**config.mk**
```make
export PLATFORM = sky130hd
export DESIGN_NAME = gtu_timer_unit
export DESIGN_NICKNAME = d
export VERILOG_FILES = /design/src/gtu_timer_unit.v
export VERILOG_INCLUDE_DIRS = /design/src
export SDC_FILE = /design/constraint.sdc
export NUM_CORES = 1
export LEC_CHECK = 0
export ABC_CLOCK_PERIOD_IN_PS = 8600
export BUFFER_PORTS_ARGS = -buffer_cell sky130_fd_sc_hd__buf_2
export CORE_AREA = 2 2 193 195
export DETAILED_ROUTE_END_ITERATION = 7
export DIE_AREA = 0 0 195 197
export SLEW_MARGIN = 10
export SYNTH_ARGS = -nofsm -noshare
export SYNTH_HDL_FRONTEND = slang
export SYNTH_SLANG_ARGS = --single-unit
```
**constraint.sdc**
```tcl
create_clock -name pclk -period 8.6 [get_ports pclk]
set_clock_uncertainty 0.1 [all_clocks]
set_input_delay 1.72 -clock pclk [delete_from_list [all_inputs] [get_ports pclk]]
set_output_delay 1.72 -clock pclk [all_outputs]
set_load 0.005 [all_outputs]
```
**src/gtu_consts.vh**
```
// constants for the general timer unit
`ifndef GTU_CONSTS_VH
`define GTU_CONSTS_VH
`define GTU_W          16
`define GTU_ADDR_W     8
// register byte offsets
`define GTU_OFS_CTRL0  8'h00
`define GTU_OFS_CTRL1  8'h04
`define GTU_OFS_CTRL2  8'h08
`define GTU_OFS_CTRL3  8'h0c
`define GTU_OFS_CTRL4  8'h10
`define GTU_OFS_CNT0   8'h20
`define GTU_OFS_CNT1   8'h24
`define GTU_OFS_CNT2   8'h28
`define GTU_OFS_CNT3   8'h2c
`define GTU_OFS_CNT4   8'h30
`define GTU_OFS_CAPTURE_RELOAD_REG 8'h34
`define GTU_OFS_STAT   8'h38
// control field layout
`define GTU_F_RUN      0
`define GTU_F_MODE_LO  1
`define GTU_F_MODE_HI  3
`define GTU_F_DIRSW    4
`define GTU_F_DIREXT   5
`define GTU_F_PRE_LO   6
`define GTU_F_PRE_HI   8
`define GTU_F_EDGE_LO  9
`define GTU_F_EDGE_HI  10
`define GTU_F_OUTEN    11
`define GTU_F_CLRCAP   12
`define GTU_F_CAPSRC_LO 13
`define GTU_F_CAPSRC_HI 14
`define GTU_CTRL_W     15
`define GTU_CTRL_RST   15'h0000
// modes
`define GTU_M_TIMER    3'h0
`define GTU_M_COUNTER  3'h1
`define GTU_M_GATE_LO  3'h2
`define GTU_M_GATE_HI  3'h3
`define GTU_M_ENCODER  3'h4
`define GTU_M_CHAIN    3'h5
`define GTU_M_RELOAD   3'h6
`define GTU_M_CAPTURE  3'h7
// edge select
`define GTU_E_RISE     2'h1
`define GTU_E_FALL     2'h2
`define GTU_E_BOTH     2'h3
// base tick divisors
`define GTU_G1_BASE    4
`define GTU_G2_BASE    2
`define GTU_PRE_W      10
`endif

```
**src/gtu_timer_unit.v**
```verilog
// general timer unit with two timer groups and an apb register port
`timescale 1ns/1ps
`include "gtu_consts.vh"
module gtu_timer_unit (
   input  wire        pclk,
   input  wire        presetn,
   input  wire        psel,
   input  wire        penable,
   input  wire        pwrite,
   input  wire [7:0]  paddr,
   input  wire [31:0] pwdata,
   output reg  [31:0] prdata,
   output wire        pready,
   output wire        pslverr,
   input  wire [4:0]  timer_input_pin,
   input  wire [4:0]  timer_direction_pin,
   input  wire        capture_trigger_pin,
   output wire        core_toggle_out_pin,
   output wire        group_two_toggle_out_pin,
   output reg         capture_compare_timers_clk
);
   // timer index: 0 aux_timer_a, 1 core_timer, 2 aux_timer_b,
   // 3 group_two_aux_timer, 4 group_two_core_timer
   localparam N = 5;
   // one loop index per process so that no variable has two drivers
   integer i;
   integer k;
   integer m;
   integer r;
   reg  [`GTU_CTRL_W-1:0] ctrl_reg [0:N-1];
   reg  [`GTU_W-1:0]      cnt_reg  [0:N-1];
   reg  [`GTU_W-1:0]      capture_reload_reg;
   reg                    core_toggle_latch;
   reg                    group_two_toggle_latch;
   reg  [4:0]             in_s1_reg, in_s2_reg, in_s3_reg;
   reg  [4:0]             dir_s1_reg, dir_s2_reg, dir_s3_reg;
   reg  [2:0]             cap_s_reg;
   reg  [`GTU_PRE_W-1:0]  g1_div_reg;
   reg  [`GTU_PRE_W-1:0]  g2_div_reg;

   ////////////////////////////////////////////////////////////////////////
   // pin synchronisers, third stage only for edge detection
   always @(posedge pclk or negedge presetn) begin
      if (!presetn) begin
         in_s1_reg  <= 5'h00;
         in_s2_reg  <= 5'h00;
         in_s3_reg  <= 5'h00;
         dir_s1_reg <= 5'h00;
         dir_s2_reg <= 5'h00;
         dir_s3_reg <= 5'h00;
         cap_s_reg  <= 3'h0;
      end else begin
         in_s1_reg  <= timer_input_pin;
         in_s2_reg  <= in_s1_reg;
         in_s3_reg  <= in_s2_reg;
         dir_s1_reg <= timer_direction_pin;
         dir_s2_reg <= dir_s1_reg;
         dir_s3_reg <= dir_s2_reg;
         cap_s_reg  <= {cap_s_reg[1:0], capture_trigger_pin};
      end
   end

   wire [4:0] in_rise  = in_s2_reg & ~in_s3_reg;
   wire [4:0] in_fall  = ~in_s2_reg & in_s3_reg;
   wire [4:0] dir_any  = dir_s2_reg ^ dir_s3_reg;
   wire       cap_rise = cap_s_reg[1] & ~cap_s_reg[2];
   wire       cap_fall = ~cap_s_reg[1] & cap_s_reg[2];

   ////////////////////////////////////////////////////////////////////////
   // free-running prescaler dividers, one per group
   always @(posedge pclk or negedge presetn) begin
      if (!presetn) begin
         g1_div_reg <= {`GTU_PRE_W{1'b0}};
         g2_div_reg <= {`GTU_PRE_W{1'b0}};
      end else begin
         g1_div_reg <= g1_div_reg + 1'b1;
         g2_div_reg <= g2_div_reg + 1'b1;
      end
   end

   // base steps: group one every 4 clocks, group two every 2
   wire [31:0]           g1_base_full = `GTU_G1_BASE - 1;
   wire [31:0]           g2_base_full = `GTU_G2_BASE - 1;
   wire [`GTU_PRE_W-1:0] g1_base      = g1_base_full[`GTU_PRE_W-1:0];
   wire [`GTU_PRE_W-1:0] g2_base      = g2_base_full[`GTU_PRE_W-1:0];

   // prescaled tick for timer k: base divisor times 2**pre
   function tick_of;
      input [`GTU_PRE_W-1:0] div;
      input [2:0]            pre;
      input                  g2;
      reg   [`GTU_PRE_W-1:0] m;
      begin
         m = ((g2 ? g2_base : g1_base) + 1'b1);
         m = (m << pre) - 1'b1;
         tick_of = ((div & m) == m);
      end
   endfunction

   // edge selection helper
   function edge_hit;
      input [1:0] sel;
      input       r;
      input       f;
      begin
         edge_hit = (sel[0] & r) | (sel[1] & f);
      end
   endfunction

   ////////////////////////////////////////////////////////////////////////
   // per-timer step and direction decode
   reg [N-1:0] step;
   reg [N-1:0] up;
   reg [N-1:0] wrap;
   reg [2:0]   md;
   reg         tk;
   reg         enc_a_edge;
   always @* begin
      step = {N{1'b0}};
      up   = {N{1'b0}};
      md   = 3'h0;
      tk   = 1'b0;
      enc_a_edge = 1'b0;
      for (i = 0; i < N; i = i + 1) begin
         md = ctrl_reg[i][`GTU_F_MODE_HI:`GTU_F_MODE_LO];
         tk = (i < 3) ? tick_of(g1_div_reg, ctrl_reg[i][`GTU_F_PRE_HI:`GTU_F_PRE_LO], 1'b0)
                      : tick_of(g2_div_reg, ctrl_reg[i][`GTU_F_PRE_HI:`GTU_F_PRE_LO], 1'b1);
         // direction from software or the direction pin
         up[i] = ctrl_reg[i][`GTU_F_DIREXT] ? ~(dir_s2_reg[i] ^ ctrl_reg[i][`GTU_F_DIRSW])
                                          : ~ctrl_reg[i][`GTU_F_DIRSW];
         case (md)
            `GTU_M_TIMER:   step[i] = tk;
            `GTU_M_COUNTER: step[i] = edge_hit(ctrl_reg[i][`GTU_F_EDGE_HI:`GTU_F_EDGE_LO],
                                               in_rise[i], in_fall[i]);
            `GTU_M_GATE_LO: step[i] = tk & ~in_s2_reg[i];
            `GTU_M_GATE_HI: step[i] = tk & in_s2_reg[i];
            `GTU_M_ENCODER: begin
               // quadrature on group-one timers only: any edge on a or b steps, phase gives direction
               enc_a_edge = in_rise[i] | in_fall[i];
               step[i] = (i < 3) & (enc_a_edge | dir_any[i]);
               up[i] = enc_a_edge ? (in_s2_reg[i] != dir_s2_reg[i])
                                  : (in_s2_reg[i] == dir_s2_reg[i]);
            end
            default: step[i] = 1'b0; // chain handled below; capture/reload stopped
         endcase
      end
   end

   // final step and direction after chaining and run gating
   reg [N-1:0] step_f;
   reg [N-1:0] up_f;

   // wrap detection per timer
   always @* begin
      for (k = 0; k < N; k = k + 1)
         wrap[k] = step_f[k] & (up_f[k] ? (cnt_reg[k] == {`GTU_W{1'b1}})
                                        : (cnt_reg[k] == {`GTU_W{1'b0}}));
   end

   ////////////////////////////////////////////////////////////////////////
   // chaining: aux timers clocked by the toggle latch transitions
   wire core_tl_rise = wrap[1] & ~core_toggle_latch;
   wire core_tl_fall = wrap[1] & core_toggle_latch;
   wire g2_tl_any    = wrap[4];
   always @* begin
      step_f = step;
      up_f   = up;
      for (m = 0; m < N; m = m + 1) begin
         if (ctrl_reg[m][`GTU_F_MODE_HI:`GTU_F_MODE_LO] == `GTU_M_CHAIN) begin
            if (m == 0 || m == 2)
               step_f[m] = edge_hit(ctrl_reg[m][`GTU_F_EDGE_HI:`GTU_F_EDGE_LO],
                                    core_tl_rise, core_tl_fall);
            else if (m == 3)
               step_f[m] = g2_tl_any;
         end
         if (ctrl_reg[m][`GTU_F_RUN] == 1'b0)
            step_f[m] = 1'b0;
      end
   end

   // core toggle latch transition used as trigger by either aux timer
   function reload_hit;
      input [`GTU_CTRL_W-1:0] c;
      input                   pr;
      input                   pf;
      input                   tr;
      input                   tf;
      begin
         reload_hit = (c[`GTU_F_MODE_HI:`GTU_F_MODE_LO] == `GTU_M_RELOAD) &
                      (c[`GTU_F_CAPSRC_LO] ? edge_hit(c[`GTU_F_EDGE_HI:`GTU_F_EDGE_LO], tr, tf)
                                           : edge_hit(c[`GTU_F_EDGE_HI:`GTU_F_EDGE_LO], pr, pf));
      end
   endfunction

   wire rel_a = reload_hit(ctrl_reg[0], in_rise[0], in_fall[0],
                           core_tl_rise, core_tl_fall);
   wire rel_b = reload_hit(ctrl_reg[2], in_rise[2], in_fall[2],
                           core_tl_rise, core_tl_fall);
   wire cap_a = (ctrl_reg[0][`GTU_F_MODE_HI:`GTU_F_MODE_LO] == `GTU_M_CAPTURE) &
                edge_hit(ctrl_reg[0][`GTU_F_EDGE_HI:`GTU_F_EDGE_LO], in_rise[0], in_fall[0]);
   wire cap_b = (ctrl_reg[2][`GTU_F_MODE_HI:`GTU_F_MODE_LO] == `GTU_M_CAPTURE) &
                edge_hit(ctrl_reg[2][`GTU_F_EDGE_HI:`GTU_F_EDGE_LO], in_rise[2], in_fall[2]);

   // group-two capture trigger source select
   wire [1:0] csrc = ctrl_reg[3][`GTU_F_CAPSRC_HI:`GTU_F_CAPSRC_LO];
   wire [1:0] cedg = ctrl_reg[4][`GTU_F_EDGE_HI:`GTU_F_EDGE_LO];
   wire g2_cap = (csrc == 2'h0) ? edge_hit(cedg, cap_rise, cap_fall)
               : ((csrc[0] & (in_rise[1] | in_fall[1])) |
                  (csrc[1] & dir_any[1]));
   // group-two core reload from the capture reload register on its wrap
   wire g2_rel = wrap[4] & ctrl_reg[4][`GTU_F_CLRCAP];

   ////////////////////////////////////////////////////////////////////////
   // apb decode
   wire wr_en = psel & penable & pwrite;
   assign pready  = 1'b1;
   assign pslverr = 1'b0;

   ////////////////////////////////////////////////////////////////////////
   // counters, latches and software writes; hardware events win over writes
   always @(posedge pclk or negedge presetn) begin
      if (!presetn) begin
         for (r = 0; r < N; r = r + 1) begin
            ctrl_reg[r] <= `GTU_CTRL_RST;
            cnt_reg[r]  <= {`GTU_W{1'b0}};
         end
         capture_reload_reg     <= {`GTU_W{1'b0}};
         core_toggle_latch      <= 1'b0;
         group_two_toggle_latch <= 1'b0;
         capture_compare_timers_clk <= 1'b0;
      end else begin
         // software writes first so that hardware updates below override
         if (wr_en) begin
            case (paddr)
               `GTU_OFS_CTRL0:  ctrl_reg[0] <= pwdata[`GTU_CTRL_W-1:0];
               `GTU_OFS_CTRL1:  ctrl_reg[1] <= pwdata[`GTU_CTRL_W-1:0];
               `GTU_OFS_CTRL2:  ctrl_reg[2] <= pwdata[`GTU_CTRL_W-1:0];
               `GTU_OFS_CTRL3:  ctrl_reg[3] <= pwdata[`GTU_CTRL_W-1:0];
               `GTU_OFS_CTRL4:  ctrl_reg[4] <= pwdata[`GTU_CTRL_W-1:0];
               `GTU_OFS_CNT0:   cnt_reg[0]  <= pwdata[`GTU_W-1:0];
               `GTU_OFS_CNT1:   cnt_reg[1]  <= pwdata[`GTU_W-1:0];
               `GTU_OFS_CNT2:   cnt_reg[2]  <= pwdata[`GTU_W-1:0];
               `GTU_OFS_CNT3:   cnt_reg[3]  <= pwdata[`GTU_W-1:0];
               `GTU_OFS_CNT4:   cnt_reg[4]  <= pwdata[`GTU_W-1:0];
               `GTU_OFS_CAPTURE_RELOAD_REG: capture_reload_reg <= pwdata[`GTU_W-1:0];
               default: ;
            endcase
         end
         // counting for all five timers
         for (r = 0; r < N; r = r + 1)
            if (step_f[r])
               cnt_reg[r] <= up_f[r] ? cnt_reg[r] + 1'b1 : cnt_reg[r] - 1'b1;
         // core toggle latch and pin
         if (wrap[1])
            core_toggle_latch <= ~core_toggle_latch;
         // reload of core from aux timers, aux stays stopped
         if (rel_a)
            cnt_reg[1] <= cnt_reg[0];
         else if (rel_b)
            cnt_reg[1] <= cnt_reg[2];
         // capture of core into aux timers
         if (cap_a)
            cnt_reg[0] <= cnt_reg[1];
         if (cap_b)
            cnt_reg[2] <= cnt_reg[1];
         // group-two toggle latch, capture-compare clock pulse
         if (wrap[4])
            group_two_toggle_latch <= ~group_two_toggle_latch;
         capture_compare_timers_clk <= wrap[4];
         if (g2_rel)
            cnt_reg[4] <= capture_reload_reg;
         // capture group-two aux into capture reload register
         if (g2_cap) begin
            capture_reload_reg <= cnt_reg[3];
            if (ctrl_reg[3][`GTU_F_CLRCAP])
               cnt_reg[3] <= {`GTU_W{1'b0}};
         end
      end
   end

   assign core_toggle_out_pin      = core_toggle_latch & ctrl_reg[1][`GTU_F_OUTEN];
   assign group_two_toggle_out_pin = group_two_toggle_latch & ctrl_reg[4][`GTU_F_OUTEN];

   ////////////////////////////////////////////////////////////////////////
   // apb read mux, unmapped reads zero
   always @* begin
      case (paddr)
         `GTU_OFS_CTRL0:  prdata = {17'h00000, ctrl_reg[0]};
         `GTU_OFS_CTRL1:  prdata = {17'h00000, ctrl_reg[1]};
         `GTU_OFS_CTRL2:  prdata = {17'h00000, ctrl_reg[2]};
         `GTU_OFS_CTRL3:  prdata = {17'h00000, ctrl_reg[3]};
         `GTU_OFS_CTRL4:  prdata = {17'h00000, ctrl_reg[4]};
         `GTU_OFS_CNT0:   prdata = {16'h0000, cnt_reg[0]};
         `GTU_OFS_CNT1:   prdata = {16'h0000, cnt_reg[1]};
         `GTU_OFS_CNT2:   prdata = {16'h0000, cnt_reg[2]};
         `GTU_OFS_CNT3:   prdata = {16'h0000, cnt_reg[3]};
         `GTU_OFS_CNT4:   prdata = {16'h0000, cnt_reg[4]};
         `GTU_OFS_CAPTURE_RELOAD_REG: prdata = {16'h0000, capture_reload_reg};
         `GTU_OFS_STAT:   prdata = {30'h00000000, group_two_toggle_latch, core_toggle_latch};
         default:         prdata = 32'h00000000;
      endcase
   end
endmodule

```
# Yosys cells after proc, flatten, opt, wreduce, memory -nomap -nowiden
# Index checks and enable logic that the tools add are counted.
# totals
reg_bits	225
out_inout_bits	37
elab_cells	283
# op_classes
addsub	17
eq_ne	55
shifts	5
muxes	60
bitwise_logic	94
reduce_logical	29
# ops
operator	count
2-to-1 mux 16 bit	25
one-hot mux 16 bit (12 select lines)	1
adder 16 x 1 -> 16 bit, second input constant	5
2-to-1 mux 80 bit	1
subtractor 16 x 1 -> 16 bit, second input constant	5
equality test 8 x 6 -> 1 bit, second input constant	7
bitwise AND 10 bit	5
equality test 10 bit	5
subtractor 10 x 1 -> 10 bit, second input constant	5
bitwise AND 1 bit	43
equality test 3 bit, second input constant	12
equality test 16 bit, second input constant	2
logical NOT 16 bit	2
equality test 3 x 2 -> 1 bit, second input constant	10
<< shifter 3 x 3 -> 10 bit, first input constant	3
2-to-1 mux 1 bit	28
adder 10 x 1 -> 10 bit, second input constant	2
AND reduction 2 bit	10
<< shifter 2 x 3 -> 10 bit, first input constant	2
inverter 1 bit	19
nonzero test 3 bit	6
OR 1 bit	17
equality test 8 x 4 -> 1 bit, second input constant	2
equality test 3 x 1 -> 1 bit, second input constant	5
15 further kinds	38

# Logic depth before layout (Yosys ltp)
# Gate-level depths: netlist of run 1.
# logic_depth
ltp_word	15
ltp_mapped	16

# Worst setup path after synthesis of run 1
# No wires, ideal clock.
# synth_path
kind	input port to output port
start	in paddr[3]
end	out prdata[6]
arrival_ns	3.359
slack_ns	3.421
cell_stages	6
n_path_buf	2
cell_sequence	or4_1 -> clkbuf_1 -> nor3_1 -> clkbuf_1 -> a222oi_1 -> nand3_1
# synth_via
elab_chain_len	2
elab_cells_between_ends	13
cone_classes	eq/ne (11); mux (1); reduce/logical (1)
# synth_rtl
item	line	source
from (decl)	gtu_timer_unit.v:10	input wire [7:0] paddr,
equality test 8 x 6 -> 1 bit, or another cell as far along	gtu_timer_unit.v:287	case (paddr)
one-hot mux 16 bit (12 select lines) *	gtu_timer_unit.v:287	
to (decl)	gtu_timer_unit.v:12	output reg [31:0] prdata,
# Every way passes the cells marked *; elsewhere a longest branch is shown, timed or not.

# Final worst setup path of run 1
# layout_path
start	in paddr[7]
end	out prdata[13]
# Same word-level chain as after synthesis.

==> impl_metrics.json, run 1 <==
{
  "met3_usage_pct": 5.15,
  "grt-ovfl-total": 0,
  "async_flop_share_pct": 100,
  "dieHeight_um": 197,
  "synth_xor_area_share_pct": 6.04,
  "worst-path-stages": 9,
  "pwr-share-seq_pct": 43.9,
  "dp.final_hpwl_mm": 39.3,
  "cts_buffers": 26,
  "period_needed_ns": 5.53,
  "reg2reg_depth": 12,
  "yosys.area.top_type_share_pct": 35.5,
  "final_antenna_net_count": 0,
  "cts-root-buf": "clkbuf_16",
  "internal-power_mw": 2.00,
  "first_iter_violations": 1463,
  "grt.met2_usage_pct": 42.1,
  "clk_latency_ns": 0.57,
  "synth_mux_area_share_pct": 10.2,
  "final_common_cell": "dfrtp_1",
  "outcome": "finished, final reports clean",
  "gp_congestion": 0.962,
  "cts.sinks": 224,
  "worstHoldPathCells": 0,
  "grt_util_met1_pct": 39.5,
  "dr.pass1.iters": 6,
  "p_leak_nw": 7.99,
  "grt_pass1_vias": 13300,
  "synthFlopType": "dfrtp_1",
  "worstSetupEndpointType": "primary output",
  "synth_cells": 1702,
  "comb_power_share_pct": 15.2,
  "cp_common_cell": "buf_2",
  "fin_crit_sh_pct": 64.3,
  "max-cap-violations": 0,
  "start_kind": "primary input",
  "worst-setup-path-type": "primary input to primary output",
  "grt_max_degree": 126,
  "yosysTopAreaCell": "dfrtp_1",
  "hold_class": "flip-flop to flip-flop",
  "synth_edf_count": 0,
  "largest_reg_flops": 80,
  "ios": 93,
  "antenna_cells": 0,
  "hold_viol": 0,
  "path_clk_slew_ns": 0.06,
  "post-cts-setup-buffers": 0,
  "ir_worst_vdd_v": 0.000145,
  "grt_pass1_wl_mm": 83.0,
  "htree_levels": 1,
  "fp.coreArea_sq_um": 36300,
  "synth_area_leaders": "dfrtp_1 35%, ha_1 6.8%, mux2_2 6.0%",
  "p_sw_share_pct": 30.2,
  "num_vias": 14100,
  "pwr-share-clk_pct": 41.0,
  "synth_fa_ha_area_share_pct": 7.51,
  "crit_fanout": 14,
  "drcViolationCount": 0,
  "top_usage_layer": "met2",
  "required_ns": 6.78,
  "ys_seq_elements": 224,
  "wl_mm": 55.1,
  "cp_top_family": "simple AND/OR/NAND/NOR gates",
  "cp_num_buf_inv": 3,
  "worstPathCellList": "buf_2 > nor2_1 > nand3b_1 > nor2_2 > buf_4 > a22oi_1 > and3_1 > nand2_1 > buf_2",
  "drive_above_1_share_pct": 14.0,
  "power_switching_uw": 866,
  "seq_area_frac_synth_pct": 35.5,
  "finalSetupTns_ns": 0,
  "yosysWarnings": 0,
  "synthSimpleGateAreaFrac_pct": 15.1,
  "nets": 1863,
  "synth_top_family_by_area": "compound AO/OA/AOI/OAI gates",
  "critPathMaxStageDelay_ns": 0.52,
  "timing.fmax_mhz": 181,
  "std_cell_rows": 70,
  "synthDistinctLibCells": 81,
  "antenna_found_initial": 0,
  "layout_common_cells": "224 x dfrtp_1, 135 x nand2_1, 125 x nor2_1",
  "rsz0062_at_grt": "false",
  "groute.usage.overall_pct": 28.6,
  "drv_slew": 0,
  "synthesis.area_sq_um": 15800,
  "fp.dieW_um": 195,
  "cts_tree": "done",
  "worstPathArrival_ns": 3.71,
  "io_buffers": 58,
  "clk_path_buf_depth": 3,
  "syn2layout_area_growth_pct": 9.83,
  "viasPerCell": 6.39,
  "power.density_nw_per_um2": 166,
  "slew_headroom_pct": 23.3,
  "wl_per_cell_um": 25.0,
  "worstMarginPinSlew_ns": 1.15,
  "synth_compound_area_share_pct": 20.9,
  "critPathSlowestCell": "nor2_2",
  "synth.avg_cell_area_sq_um": 9.28,
  "start_util_pct": 43.6,
  "total_power_mw": 2.87,
  "setup_viol": 0,
  "dieArea_sq_um": 38400,
  "cts.repair.resized": 0,
  "cts_hold_buf": 0
}
[cell usage after synthesis (14+ instances only)]
cell type / n
a211oi_1: 28
a21o_1: 25
a21oi_1: 112
a221oi_1: 32
a22o_1: 30
a22oi_1: 31
and3_1: 24
buf_4: 22
clkbuf_1: 67
dfrtp_1: 224
ha_1: 86
inv_1: 54
mux2_2: 84
mux2i_1: 67
nand2_1: 135
nand3_1: 48
nand4_1: 14
nor2_1: 127
nor2b_1: 16
nor3_1: 30
nor4_1: 14
o211ai_1: 20
o21a_1: 16
o21ai_0: 61
or3_1: 26
xnor2_1: 71
xor2_1: 38
[cell type report]
type	instances	area [sq um]
fill	3476	18900
multi-input combinational	1326	9550
sequential	224	5610
clock buffer	30	676
tap	468	586
timing repair buffer	83	500
clock inverter	16	225
inverter	55	206
[layer usage]
layer  up-vias  wire, um
li1       6319         -
met1      6863     23600
met2       726     22900
met3       172      5150
met4         0      3450
met5         -         0
[worst register-to-register path: stages (launching register included)]
cell and delay [ns]:
dfrtp_1 0.51, or3_4 0.45, ha_1 0.25, or4b_2 0.21, o21ai_0 0.07, or4_4 0.50, o31ai_4 0.17, buf_4 0.35
nand2_2 0.26, o22ai_4 0.35, and2_1 0.86, nand4_1 0.16, a21oi_1 0.26
[path summary, 6_finish.rpt]
| check | slack, ns | to | startpoint |
|---|---|---|---|
| worst max register to register | 3.99 | cnt_reg[31]$_DFF_PN0_ | ctrl_reg[8]$_DFFE_PN0P_ |
| worst max-delay path | 3.07 | prdata[13] | paddr[7] |
| max in group asynchronous | 6.09 | ctrl_reg[64]$_DFFE_PN0P_ | presetn |
| worst min-delay path | 0.25 | dir_s2_reg[4]$_DFF_PN0_ | dir_s1_reg[4]$_DFF_PN0_ |
| min in group asynchronous | 1.08 | g1_div_reg[3]$_DFF_PN0_ | presetn |
| worst min register to register | 0.25 | dir_s2_reg[4]$_DFF_PN0_ | dir_s1_reg[4]$_DFF_PN0_ |
[power by group through the flow]
stage	Sequential, mW	Clock (mW)	Combinational (mW)
finish	1.26	1.18	0.436
global placement	1.27	0	0.419
CTS	1.25	1.19	0.433
global route	1.26	1.23	0.487
detailed placement	1.27	0	0.430
floorplan	1.20	0	0.326
[cell families (layout without fill, tap and decap cells)]
kind of cell             after synthesis  in the layout
AND/OR/NAND/NOR                      491            491
AO/OA/AOI/OAI                        465            465
flip-flops                           224            224
buffers and inverters                168            184
multiplexers                         151            151
XOR/XNOR                             109            109
adder cells (fa/ha/maj)               92             92
other                                  2             18
[through the flow]
| step | hold slack [ns] | cells | worst slack, ns | utilization, % | area [sq um] |
|---|---|---|---|---|---|
| after detailed placement | 0.236 | 2156 | 3.16 | 45.4 | 16400 |
| after global placement | 0.233 | 2156 | 3.19 | 45.4 | 16400 |
| after floorplan | 0.231 | 1718 | 3.42 | - | 15900 |
| final | 0.247 | 2202 | 3.07 | 47.8 | 17300 |
| after CTS | 0.247 | 2202 | 3.15 | 47.8 | 17300 |
| after global routing | 0.245 | 2202 | 3.03 | 47.8 | 17300 |
No activity file was read; power rests on OpenSTA's default activity.
==> run 2, diff against run 1 <==
- ABC_CLOCK_PERIOD_IN_PS: 8600 -> 4630
- clock period: 8.6 -> 4.63 ns (I/O delays scaled with it)
==> impl_metrics.json, run 2 (synthesized netlist as in run 1, its figures left out) <==
{
  "outcome": "finished, final reports clean",
  "fill_cells": 3461,
  "worstPathArrival_ns": 4.65,
  "total_power_mw": 5.18,
  "nets": 1880,
  "dieArea_sq_um": 38400,
  "startpoint": "in_s2_reg[2]$_DFF_PN0_",
  "max-cap-violations": 0,
  "power.density_nw_per_um2": 298,
  "clk_latency_ns": 0.55,
  "required_ns": 4.96,
  "reg2reg_slack_ns": 0.32,
  "viasPerCell": 6.30,
  "start_util_pct": 43.6,
  "dp.final_hpwl_mm": 40.4,
  "worst-setup-path-type": "flip-flop to flip-flop",
  "fin_crit_sh_pct": 93.1,
  "final_common_cell": "dfrtp_1",
  "reg2reg_from": "in_s2_reg[2]$_DFF_PN0_",
  "layout_common_cells": "224 x dfrtp_1, 135 x nand2_1, 125 x nor2_1",
  "cts-root-buf": "clkbuf_16",
  "r2r-end": "cnt_reg[47]$_DFFE_PN0P_",
  "worstSetupEndpointType": "flip-flop",
  "grt_pass1_vias": 13200,
  "cts.repair.resized": 0,
  "clk_path_buf_depth": 3,
  "io_buffers": 58,
  "antenna_found_initial": 1,
  "grt-ovfl-total": 0,
  "dp_slack_ns": 0.444,
  "setup_viol": 0,
  "seqCellArea_sq_um": 5610,
  "hold_class": "primary input to asynchronous set/reset pin",
  "syn2layout_area_growth_pct": 10.1,
  "final_antenna_net_count": 0,
  "multiInputGateArea_sq_um": 9540,
  "slew_headroom_pct": 33.1,
  "ios": 93,
  "drive_above_1_share_pct": 14.5,
  "num_vias": 14000,
  "endpoint": "cnt_reg[47]$_DFFE_PN0P_",
  "p_leak_nw": 8.07,
  "grt_pass1_wl_mm": 83.1,
  "antenna_cells": 0,
  "groute.usage.overall_pct": 28.6,
  "wl_mm": 55.1,
  "std_cell_rows": 70,
  "worstMarginPinSlew_ns": 1.00,
  "cts_buffers": 25,
  "wl_per_cell_um": 24.8,
  "post-cts-setup-buffers": 0,
  "cts_hold_buf": 0,
  "cts_tree": "done",
  "grt_max_degree": 77,
  "path_clk_slew_ns": 0.06,
  "drcViolationCount": 0,
  "fp.coreArea_sq_um": 36300,
  "largest_reg_flops": 80,
  "reg2reg_depth": 16,
  "timing.fmax_mhz": 232,
  "cts.sinks": 224,
  "rsz0062_at_grt": "false",
  "gp_congestion": 1.00,
  "period_needed_ns": 4.31,
  "finalSetupTns_ns": 0,
  "htree_levels": 1,
  "ir_worst_vdd_v": 0.000214,
  "hold_viol": 0,
  "setup_ws_ns": 0.319,
  "fp.dieW_um": 195,
  "dieHeight_um": 197,
  "start_kind": "flip-flop",
  "drv_slew": 0,
  "dr.pass1.iters": 6,
  "first_iter_violations": 1483,
  "holdWs_ns": 0.242,
  "crit_fanout": 13
}
==> run 2: cell count changes in the layout (fill, tap and decap cells not counted), sizes merged <==
cell	change
clkinv	-2
clkinvlp	-5
bufinv	-2
inv	+1
buf	+18
clkbuf	+6
==> run 2: worst max-delay path: stages (launching register included) <==
cell     delay [ns]
dfrtp_1        0.50
inv_1          0.08
ha_1           0.33
xnor2_1        0.15
xnor2_1        0.15
a21oi_1        0.56
buf_4          0.32
ha_1           0.29
o21ai_0        0.12
o21ai_0        0.16
nand3_1        0.11
nand3_1        0.09
o41a_1         0.37
a211o_1        0.28
a21oi_1        0.19
xnor2_1        0.11
a221o_1        0.29
==> run 2: worst min path at each step <==
stage                     cells after the start                    from  slack [ns]                       to
final                                         1                 presetn        0.24  g1_div_reg[0]$_DFF_PN0_
after global routing                          0  in_s1_reg[2]$_DFF_PN0_        0.25   in_s2_reg[2]$_DFF_PN0_
after CTS                                     1                 presetn        0.24  dir_s2_reg[4]$_DFF_PN0_
after detailed placement                      0  in_s1_reg[1]$_DFF_PN0_        0.23   in_s2_reg[1]$_DFF_PN0_
after global placement                        0  cap_s_reg[0]$_DFF_PN0_        0.23   cap_s_reg[1]$_DFF_PN0_
after floorplan                               0  cap_s_reg[0]$_DFF_PN0_        0.23   cap_s_reg[1]$_DFF_PN0_
==> run 2: cell type report <==
| type | instances | share of cell area [%] |
|---|---|---|
| tap | 468 | 3.37 |
| inverter | 55 | 1.19 |
| multi-input combinational | 1326 | 54.9 |
| clock buffer | 36 | 4.18 |
| clock inverter | 8 | 0.539 |
| sequential | 224 | 32.2 |
| timing repair buffer | 101 | 3.65 |
==> run 2: power breakdown <==
group | leakage, nW | switching [mW] | internal [mW] | total (mW)
sequential | 2.80 | 0.244 | 2.09 | 2.33
combinational | 4.85 | 0.458 | 0.359 | 0.817
clock | 0.409 | 0.838 | 1.20 | 2.03
total | 8.07 | 1.54 | 3.64 | 5.18
==> run 2: per-layer routing <==
layer,part of all wire [%],wire [um],up-vias,GRT usage (%)
met5,0,0,-,0
met4,4.8,2620,0,12.8
met2,44,24200,631,44.1
li1,-,-,6369,-
met1,43,23900,6840,40.4
met3,8.0,4400,140,3.47
==> run 2: per-stage QoR <==
stage               std cells  instance area, sq um  utilization, %
global placement         2174                 16600            45.7
detailed placement       2174                 16600            45.7
CTS                      2218                 17400            48.0
finish                   2218                 17400            48.0
floorplan                1718                 15900               -
global route             2218                 17400            48.0
